==> src/hdl/fbc_defs.svh <==
// Contract
// - Host ends program or erase by writing the matching verify command.
// - Host waits at least the minimum pulse time before the verify write.
// - Program and erase need a set-up write followed by an execute write.
// - Data driven only with chip select and output gate low, strobe high.
// - Supply low, bit nine at identifier voltage: bit zero selects maker or part code. Host also raises bit nine with supply high when core is below lockout.
// - Writes use supply high, select low, gate high, strobe low, valid data.
// - Address taken at strobe fall, data at strobe rise; host holds both.
`ifndef FBC_DEFS_SVH
`define FBC_DEFS_SVH

// ----------------------------------------------------------------
// command codes
// ----------------------------------------------------------------
`define FBC_CMD_READ       8'h00
`define FBC_CMD_IDENT      8'h90
`define FBC_CMD_ERASE      8'h20
`define FBC_CMD_ERASE_VFY  8'hA0
`define FBC_CMD_PROG       8'h40
`define FBC_CMD_PROG_VFY   8'hC0
`define FBC_CMD_RESET      8'hFF

// ----------------------------------------------------------------
// widths and timing
// ----------------------------------------------------------------
`define FBC_AW             17
`define FBC_DW             8
`define FBC_CW             20
`define FBC_CLK_NS         10
`define FBC_T_SU_NS        20
`define FBC_T_WP_NS        50
`define FBC_T_WH_NS        20
`define FBC_T_ACC_NS       100
`define FBC_SYNC_LAT       4
`define FBC_PROG_MIN_NS    10000
`define FBC_ERASE_MIN_NS   10000000
`define FBC_T_SU_CYC  ((`FBC_T_SU_NS + `FBC_CLK_NS - 1) / `FBC_CLK_NS)
`define FBC_T_WP_CYC  ((`FBC_T_WP_NS + `FBC_CLK_NS - 1) / `FBC_CLK_NS)
`define FBC_T_WH_CYC  ((`FBC_T_WH_NS + `FBC_CLK_NS - 1) / `FBC_CLK_NS)
`define FBC_T_RD_CYC  (((`FBC_T_ACC_NS + `FBC_CLK_NS - 1) / `FBC_CLK_NS) \
                       + `FBC_SYNC_LAT)
`define FBC_PROG_CYC  ((`FBC_PROG_MIN_NS + `FBC_CLK_NS - 1) / `FBC_CLK_NS)
`define FBC_ERASE_CYC ((`FBC_ERASE_MIN_NS + `FBC_CLK_NS - 1) / `FBC_CLK_NS)

`endif

==> src/hdl/fbc_pkg.sv <==
`include "fbc_defs.svh"
package fbc_pkg;
	typedef enum logic [2:0] {
		OP_READ, OP_IDENT, OP_PROG, OP_ERASE, OP_RESET
	} fbc_op_t;

	typedef enum logic [1:0] {
		CK_WR, CK_RD, CK_WAIT, CK_END
	} fbc_kind_t;

	typedef struct packed {
		fbc_op_t                 op;
		logic [`FBC_AW-1:0]      addr;
		logic [`FBC_DW-1:0]      data;
	} fbc_req_t;

	typedef struct packed {
		logic                    err;
		logic [`FBC_DW-1:0]      data;
	} fbc_rsp_t;

	typedef struct packed {
		fbc_kind_t               kind;
		logic                    id_hv;
		logic [`FBC_AW-1:0]      addr;
		logic [`FBC_DW-1:0]      data;
	} fbc_cyc_t;
endpackage

==> src/hdl/fbc_sync.sv <==
`timescale 1ns/10ps
`default_nettype none
module fbc_sync #(
	parameter int W = 1
) (
	input  wire logic         clk,      // system clock
	input  wire logic         rst_n,    // synchronous-release reset
	input  wire logic         en,       // clock enable
	input  wire logic [W-1:0] din,      // asynchronous level
	output var  logic [W-1:0] dout      // filtered level
);
	logic [W-1:0] s1_q;
	logic [W-1:0] s2_q;
	logic [W-1:0] s3_q;

	// a change is taken once the second and third stages agree
	always_ff @(posedge clk or negedge rst_n) begin
		if (!rst_n) begin
			s1_q <= '0;
			s2_q <= '0;
			s3_q <= '0;
			dout <= '0;
		end else if (en) begin
			s1_q <= din;
			s2_q <= s1_q;
			s3_q <= s2_q;
			if (s2_q == s3_q) begin
				dout <= s3_q;
			end
		end
	end
endmodule // fbc_sync
`default_nettype wire

==> src/hdl/fbc_host.sv <==
`timescale 1ns/10ps
`default_nettype none
`include "fbc_defs.svh"
module fbc_host import fbc_pkg::*; #(
	parameter int unsigned ERASE_MIN_CYC = `FBC_ERASE_CYC
) (
	input  wire logic               CLK_SYS,        // 100 MHz clock
	input  wire logic               RST_B,          // async reset, low
	input  wire logic               CLK_EN,         // freezes state low
	input  wire logic               REQ_VALID,      // request offered
	output var  logic               REQ_READY,      // request taken
	input  wire fbc_req_t           REQ,            // request fields
	output var  logic               RSP_VALID,      // answer pulse
	output var  fbc_rsp_t           RSP,            // answer fields
	input  wire logic               SUPPLY_HIGH,    // program supply high
	input  wire logic               CORE_ABOVE_LOCKOUT, // core supply ok
	output var  logic [`FBC_AW-1:0] ADDR_OUT,       // address pins
	output var  logic               ADDR_NINE_ID_HV,// bit nine raised
	output var  logic               CHIP_SEL_B,     // chip select
	output var  logic               OUT_GATE_B,     // output gate
	output var  logic               WR_STROBE_B,    // write strobe
	input  wire logic [`FBC_DW-1:0] DATA_IN,        // data lines in
	output var  logic [`FBC_DW-1:0] DATA_OUT,       // data lines out
	output var  logic               DATA_OE_B       // low while driving
);
	typedef enum logic [2:0] {
		ST_IDLE, ST_PLAN, ST_WR_SU, ST_WR_LO, ST_WR_HI, ST_RD, ST_WAIT,
		ST_RSP
	} fbc_st_t;

	localparam logic [`FBC_CW-1:0] SU_LIM   = `FBC_CW'(`FBC_T_SU_CYC - 1);
	localparam logic [`FBC_CW-1:0] WP_LIM   = `FBC_CW'(`FBC_T_WP_CYC - 1);
	localparam logic [`FBC_CW-1:0] WH_LIM   = `FBC_CW'(`FBC_T_WH_CYC - 1);
	localparam logic [`FBC_CW-1:0] RD_LIM   = `FBC_CW'(`FBC_T_RD_CYC - 1);
	localparam logic [`FBC_CW-1:0] PROG_LIM = `FBC_CW'(`FBC_PROG_CYC - 1);
	localparam logic [`FBC_CW-1:0] ERA_LIM  = `FBC_CW'(ERASE_MIN_CYC - 1);

	logic                 rst_s1_q;
	logic                 rst_n;
	logic [1:0]           sup_s;
	logic [`FBC_DW-1:0]   din_s;
	logic                 writable;
	fbc_st_t              state_q;
	fbc_st_t              state_d;
	logic [2:0]           step_q;
	logic [2:0]           step_d;
	logic [`FBC_CW-1:0]   cnt_q;
	logic [`FBC_CW-1:0]   cnt_d;
	logic [`FBC_CW-1:0]   wait_lim;
	fbc_req_t             req_q;
	logic                 wr_q;
	logic                 accept;
	logic                 refuse;
	fbc_cyc_t             cyc;
	logic [`FBC_DW-1:0]   prev_wr_q;

	// ----------------------------------------------------------------
	// reset release and pin inputs
	// ----------------------------------------------------------------
	always_ff @(posedge CLK_SYS or negedge RST_B) begin
		if (!RST_B) begin
			rst_s1_q <= 1'b0;
			rst_n    <= 1'b0;
		end else if (CLK_EN) begin
			rst_s1_q <= 1'b1;
			rst_n    <= rst_s1_q;
		end
	end

	fbc_sync #(.W(`FBC_DW + 2)) u_sync (
		.clk  (CLK_SYS),
		.rst_n(rst_n),
		.en   (CLK_EN),
		.din  ({SUPPLY_HIGH, CORE_ABOVE_LOCKOUT, DATA_IN}),
		.dout ({sup_s, din_s})
	);

	// command writes only with supply high and core above lockout
	assign writable = sup_s[1] && sup_s[0];

	// ----------------------------------------------------------------
	// bus cycle plan per operation
	// ----------------------------------------------------------------
	function automatic fbc_cyc_t plan(input fbc_req_t r, input logic wr,
			input logic [2:0] st);
		fbc_cyc_t c;
		c = '{kind: CK_END, id_hv: 1'b0, addr: '0, data: '0};
		case (r.op)
		OP_READ: begin
			// select array data first so verify/ident state is left
			if (wr && st == 3'd0) begin
				c.kind = CK_WR;
				c.data = `FBC_CMD_READ;
			end else if (st == (wr ? 3'd1 : 3'd0)) begin
				c.kind = CK_RD;
				c.addr = r.addr;
			end
		end
		OP_IDENT: begin
			if (wr && st == 3'd0) begin
				c.kind = CK_WR;
				c.data = `FBC_CMD_IDENT;
			end else if (st == (wr ? 3'd1 : 3'd0)) begin
				c.kind    = CK_RD;
				c.addr[0] = r.addr[0];
				c.id_hv   = !wr;
			end
		end
		OP_PROG, OP_ERASE: begin
			case (st)
			3'd0: begin
				c.kind = CK_WR;
				c.data = (r.op == OP_PROG) ? `FBC_CMD_PROG : `FBC_CMD_ERASE;
			end
			3'd1: begin
				c.kind = CK_WR;
				c.addr = r.addr;
				c.data = (r.op == OP_PROG) ? r.data : `FBC_CMD_ERASE;
			end
			3'd2: c.kind = CK_WAIT;
			3'd3: begin
				c.kind = CK_WR;
				c.addr = r.addr;
				c.data = (r.op == OP_PROG) ? `FBC_CMD_PROG_VFY
				                           : `FBC_CMD_ERASE_VFY;
			end
			3'd4: begin
				c.kind = CK_RD;
				c.addr = r.addr;
			end
			default: c.kind = CK_END;
			endcase
		end
		OP_RESET: begin
			// a stop-timer park is left by reset as well as verify
			if (st < 3'd2) begin
				c.kind = CK_WR;
				c.data = `FBC_CMD_RESET;
			end
		end
		default: c.kind = CK_END;
		endcase
		return c;
	endfunction

	assign cyc      = plan(req_q, wr_q, step_q);
	assign wait_lim = (req_q.op == OP_PROG) ? PROG_LIM : ERA_LIM;
	assign accept   = (state_q == ST_IDLE) && CLK_EN && REQ_VALID;
	// alteration and reset need the command register alive
	assign refuse   = !writable &&
	                  (REQ.op == OP_PROG || REQ.op == OP_ERASE ||
	                   REQ.op == OP_RESET);
	// a frozen block neither takes a request nor repeats its answer
	assign REQ_READY = (state_q == ST_IDLE) && CLK_EN;
	assign RSP_VALID = (state_q == ST_RSP) && CLK_EN;

	// ----------------------------------------------------------------
	// sequencer
	// ----------------------------------------------------------------
	always_comb begin
		state_d = state_q;
		step_d  = step_q;
		cnt_d   = cnt_q + `FBC_CW'(1);
		case (state_q)
		ST_IDLE: begin
			cnt_d  = '0;
			step_d = '0;
			if (accept) begin
				state_d = refuse ? ST_RSP : ST_PLAN;
			end
		end
		ST_PLAN: begin
			cnt_d = '0;
			case (cyc.kind)
			CK_WR:   state_d = ST_WR_SU;
			CK_RD:   state_d = ST_RD;
			CK_WAIT: state_d = ST_WAIT;
			default: state_d = ST_RSP;
			endcase
		end
		ST_WR_SU: if (cnt_q == SU_LIM) begin
			state_d = ST_WR_LO;
			cnt_d   = '0;
		end
		ST_WR_LO: if (cnt_q == WP_LIM) begin
			state_d = ST_WR_HI;
			cnt_d   = '0;
		end
		ST_WR_HI: if (cnt_q == WH_LIM) begin
			state_d = ST_PLAN;
			step_d  = step_q + 3'd1;
		end
		ST_RD: if (cnt_q == RD_LIM) begin
			state_d = ST_PLAN;
			step_d  = step_q + 3'd1;
		end
		// device stays busy while deselected; only time passes here
		ST_WAIT: if (cnt_q == wait_lim) begin
			state_d = ST_PLAN;
			step_d  = step_q + 3'd1;
		end
		ST_RSP: state_d = ST_IDLE;
		default: state_d = ST_IDLE;
		endcase
	end

	always_ff @(posedge CLK_SYS or negedge rst_n) begin
		if (!rst_n) begin
			state_q <= ST_IDLE;
			step_q  <= '0;
			cnt_q   <= '0;
		end else if (CLK_EN) begin
			state_q <= state_d;
			step_q  <= step_d;
			cnt_q   <= cnt_d;
		end
	end

	always_ff @(posedge CLK_SYS or negedge rst_n) begin
		if (!rst_n) begin
			req_q <= '{op: OP_READ, addr: '0, data: '0};
			wr_q  <= 1'b0;
		end else if (CLK_EN && accept) begin
			req_q <= REQ;
			wr_q  <= writable;
		end
	end

	// ----------------------------------------------------------------
	// pin drive
	// ----------------------------------------------------------------
	always_ff @(posedge CLK_SYS or negedge rst_n) begin
		if (!rst_n) begin
			ADDR_OUT        <= '0;
			ADDR_NINE_ID_HV <= 1'b0;
			CHIP_SEL_B      <= 1'b1;
			OUT_GATE_B      <= 1'b1;
			WR_STROBE_B     <= 1'b1;
			DATA_OUT        <= '0;
			DATA_OE_B       <= 1'b1;
		end else if (CLK_EN) begin
			CHIP_SEL_B  <= 1'b1;
			OUT_GATE_B  <= 1'b1;
			WR_STROBE_B <= 1'b1;
			DATA_OE_B   <= 1'b1;
			ADDR_NINE_ID_HV <= 1'b0;
			case (state_d)
			ST_WR_SU, ST_WR_LO, ST_WR_HI: begin
				CHIP_SEL_B  <= 1'b0;
				DATA_OE_B   <= 1'b0;
				WR_STROBE_B <= (state_d != ST_WR_LO);
			end
			ST_RD: begin
				CHIP_SEL_B      <= 1'b0;
				OUT_GATE_B      <= 1'b0;
				ADDR_NINE_ID_HV <= cyc.id_hv;
			end
			default: ;
			endcase
			// address and data stay put through the whole cycle
			if (state_q == ST_PLAN) begin
				ADDR_OUT <= cyc.addr;
				DATA_OUT <= cyc.data;
			end
		end
	end

	// ----------------------------------------------------------------
	// answer
	// ----------------------------------------------------------------
	always_ff @(posedge CLK_SYS or negedge rst_n) begin
		if (!rst_n) begin
			RSP       <= '0;
			prev_wr_q <= `FBC_CMD_READ;
		end else if (CLK_EN) begin
			if (accept) begin
				RSP.err <= refuse;
			end
			if (state_q == ST_RD && cnt_q == RD_LIM) begin
				RSP.data <= din_s;
			end
			if (state_q == ST_WR_HI && cnt_q == WH_LIM) begin
				prev_wr_q <= DATA_OUT;
			end
		end
	end
endmodule // fbc_host
`default_nettype wire

==> config.mk <==
export PLATFORM = sky130hd
export DESIGN_NAME = fbc_host
export DESIGN_NICKNAME = d
export VERILOG_FILES = /design/src/hdl/fbc_pkg.sv /design/src/hdl/fbc_sync.sv /design/src/hdl/fbc_host.sv
export VERILOG_INCLUDE_DIRS = /design/src /design/src/hdl
export SDC_FILE = /design/constraint.sdc
export NUM_CORES = 1
export LEC_CHECK = 0
export ABC_CLOCK_PERIOD_IN_PS = 5050
export BUFFER_PORTS_ARGS = -buffer_cell sky130_fd_sc_hd__clkbuf_2
export CORE_UTILIZATION = 44
export CTS_BUF_LIST = sky130_fd_sc_hd__clkbuf_2
export DETAILED_ROUTE_END_ITERATION = 16
export SYNTH_ARGS = -nofsm -noshare
export SYNTH_HDL_FRONTEND = slang
export SYNTH_HIERARCHICAL = 1
export SYNTH_SLANG_ARGS = --single-unit
export TNS_END_PERCENT = 100
==> constraint.sdc <==
create_clock -name CLK_SYS -period 5.05 [get_ports CLK_SYS]
set_clock_uncertainty 0.05 [all_clocks]
set_input_delay 0.2525 -clock CLK_SYS [delete_from_list [all_inputs] [get_ports CLK_SYS]]
set_output_delay 0.2525 -clock CLK_SYS [all_outputs]
set_load 0.01 [all_outputs]
==> flow_summary_export.csv <==
group,metric,value,unit
floorplan,ios,83,
routing,first_pass_iters,5,
sta,hold_viol_final,0,
synthesis,synth-seq-area-share,54.4,%
power_and_ir_drop,p_leak,3.59,nW
sta,fmax,0.351,GHz
synthesis,ys_warn_count,6,
clock_network,cts_resized,0,
clock_network,cts_max_path_buffers,2,
hold_path,hp-class,"input pin to flip-flop",
global_routing,grt_pass1_wl,22100,um
synthesis,muxShareOfSynthArea,10.5,%
routing,drcViolationCount,0,
global_routing,grt_max_degree,72,
clock_network,postCtsSetupBuffers,0,
sta,worstMarginPinSlew,1150,ps
synthesis,yosysUniqueCellTypes,65,
worst_setup_path,arrival,3330,ps
synthesis,synthArstFlopShare,100,%
placed_design,gp_congestion,0.828,
clock_network,cts.clk_slew.worst_paths,190,ps
global_routing,track_usage,19.3,%
power_and_ir_drop,seqPwrFrac,48.4,%
floorplan,die_y,121,um
placed_design,place_ws,2230,ps
synthesis,synth-compound-area-share,9.88,%
job,maxCapViolCount,0,
placed_design,dp_hpwl,8740,um
worst_setup_path,critPathMaxFanout,14,
clock_network,clock-sinks,136,
synthesis,yosys_most_used_dff,"dfrtp_1",
cells_and_area,fillCellCount,1264,
floorplan,num_rows,43,
floorplan,dieArea,14700,um^2
sta,slew_headroom,23.1,%
synthesis,synth_cells,582,
sta,period_needed,2850,ps
clock_network,cts_buffers,17,
routing,vias,4641,
synthesis,synth_top_family_by_area,"simple AND/OR/NAND/NOR gates",
power_and_ir_drop,switching_share,36.7,%
cells_and_area,final_design_area_no_fill,7460,um^2
global_routing,grt_overflow,0,
placed_design,placed_area,6800,um^2
cells_and_area,antenna_cells,0,
routing,vias_per_cell,5.23,
worst_setup_path,worstSetupPathType,"flip-flop to flip-flop",
worst_setup_path,cp-start-kind,"flip-flop",
power_and_ir_drop,netSwitchingPower,1.27,mW
routing,wl,13300,um
synthesis,synth_xor_area_share,3.49,%
clock_network,cts_max_level,4,
power_and_ir_drop,pwr-share-clk,19.2,%
clock_network,root_buffer,"clkbuf_2",
synthesis,avgSynthCellArea,10.8,um^2
clock_network,cts_tree,"done",
cells_and_area,syn2layout_area_growth,19.0,%
cells_and_area,utilization,53.7,%
sta,setup_violations,0,
floorplan,core-area,13900,um^2
routing,wl_per_cell,14.9,um
worst_setup_path,crit_required,5520,ps
sta,slew_viol_final,0,
clock_network,ctsHoldBuffers,41,
sta,setup-tns-final,0,ps
synthesis,synth-seq-cells,136,
sta,rsz0062_at_grt,"false",
floorplan,start_util,45.1,%
routing,drtAntennaViolNets,0,
placed_design,io_buffers,82,
synthesis,syn_nets,633,
synthesis,synth_fa_ha_area_share,1.80,%
synthesis,synth-simple-area-share,16.9,%
cells_and_area,num-nets-final,747,
sta,layout_setup_ws,2200,ps
global_routing,antenna_found_initial,0,
synthesis,synth_edf_count,0,
power_and_ir_drop,powerDensity,465,nW/um^2
status,status,"finished, final reports clean",
power_and_ir_drop,p_int,2.20,mW
clock_network,insertion_delay,670,ps
synthesis,synth_area,6270,um^2
cells_and_area,drive_above_1_share,26.4,%
power_and_ir_drop,ir_drop,0.000270,V
global_routing,grt_pass1_vias,4510,
power_and_ir_drop,p_comb_share,32.4,%
power_and_ir_drop,total_power,3.47,mW
sta,finalCritPeriodShare,56.5,%
floorplan,dieWidth,121,um
routing,drtIter0Drc,255,
worst_setup_path,cp-end-kind,"flip-flop",
## stage by stage
step | cells | hold slack (ps)
CTS | 888 | 173
floorplan | 582 | -93.1
detailed placement | 816 | -3.26
global placement | 816 | -7.15
finish | 888 | 246
global route | 888 | 164
## area by class of cell
| class | instances | area, um^2 | share of cell area, % |
|---|---|---|---|
| clock buffers | 18 | 90.1 | 1.21 |
| clock inverters | 13 | 154 | 2.06 |
| inverters | 15 | 56.3 | 0.755 |
| multi-input cells | 399 | 2670 | 35.8 |
| flip-flops and latches | 136 | 3410 | 45.8 |
| well taps | 180 | 225 | 3.02 |
| repair buffers | 127 | 851 | 11.4 |
## state kept, by name, summed over array words and instances, names as in the netlist, 3 cells and up
name,flops
RSP,9
cnt_q,20
u_sync/s3_q,10
u_sync/dout,10
state_q,3
req_q,28
step_q,3
ADDR_OUT,17
DATA_OUT,8
u_sync/s1_q,10
u_sync/s2_q,10
## cells in the final DEF, fill, tap and decap left out, types with 4 or more instances in the layout
cell type      instances
dfrtp_1              131
nand2_1              113
clkbuf_2             100
mux2_2                53
dlygate4sd3_1         41
nor2_1                28
o21ai_0               19
a22o_1                16
inv_1                 15
a21oi_1               15
xnor2_1               14
nand3_1               12
xor2_1                11
nand4_1               10
nor3_1                10
ha_1                   9
nor4_1                 8
a21o_1                 7
mux2i_1                6
dfstp_2                4
and3_1                 4
nand2b_1               4
buf_4                  4
## metal layers
metal  global-route usage (%)  wire length (um)
met1                     25.4              6070
met2                     31.0              6510
met3                     5.45               536
met4                     5.17               138
met5                        0                 0
## worst max-delay path, stage by stage (launching register included)
cell	delay (ps)
dfrtp_1	480
or3_1	410
nand4b_2	330
nor4_1	370
o31a_1	320
and2_0	620
nor2_1	140
## path summary, 6_finish.rpt
path | from | endpoint | slack, ps | cells after the start
worst min register to register | rst_n | cnt_q[2] | 380 | 0
worst max register to register | cnt_q[7] | cnt_q[17] | 2200 | 6
worst min-delay path | CLK_EN | WR_STROBE_B | 250 | 3
worst max-delay path | cnt_q[7] | cnt_q[17] | 2200 | 6
min in group asynchronous | RST_B | rst_n | 360 | 3
max in group asynchronous | rst_n | cnt_q[17] | 3120 | 1
## cell usage after synthesis, types with 2 or more instances
master	count	area (um^2)
xor2_1	11	96.3
mux2_2	53	597
nor4_1	8	50.1
nor3b_1	3	22.5
or3_1	2	12.5
dfstp_2	4	105
and2_1	3	18.8
nor3_1	10	50.1
nand4b_1	2	17.5
dfrtp_1	132	3300
mux2i_1	6	60.1
o31ai_1	3	22.5
buf_2	5	25.0
o211ai_1	2	15.0
clkbuf_1	21	78.8
buf_1	5	18.8
o21ai_0	19	95.1
inv_1	15	56.3
nand2_1	113	424
and4_2	2	20.0
nand3b_1	2	15.0
nand2b_1	4	25.0
ha_1	9	113
and3_1	4	25.0
xnor2_1	14	123
nand3_1	12	60.1
a21o_1	7	52.6
a211oi_1	2	15.0
or2_2	3	18.8
a22o_1	16	140
or4_1	2	15.0
nand4_1	10	62.6
a21oi_1	15	75.1
o32ai_2	2	32.5
a31oi_1	3	18.8
nor2_1	28	105
o22a_1	2	17.5
## power groups by stage
stage / logic [mW] / registers (mW) / clock network (mW)
final: 1.13 / 1.68 / 0.666
after global routing: 1.27 / 1.72 / 0.739
after CTS: 1.14 / 1.67 / 0.695
after detailed placement: 1.11 / 1.69 / 0
after global placement: 1.08 / 1.69 / 0
after floorplan: 0.840 / 1.62 / 0
## kinds of logic (layout without fill, tap and decap cells)
group / Yosys count / after routing
compound gates: 86 / 86
simple gates: 220 / 220
fa+ha+maj: 9 / 9
flops: 136 / 136
buf+inv: 47 / 173
xor+xnor: 25 / 25
mux: 59 / 59
Power figures use the tool's default switching activity.
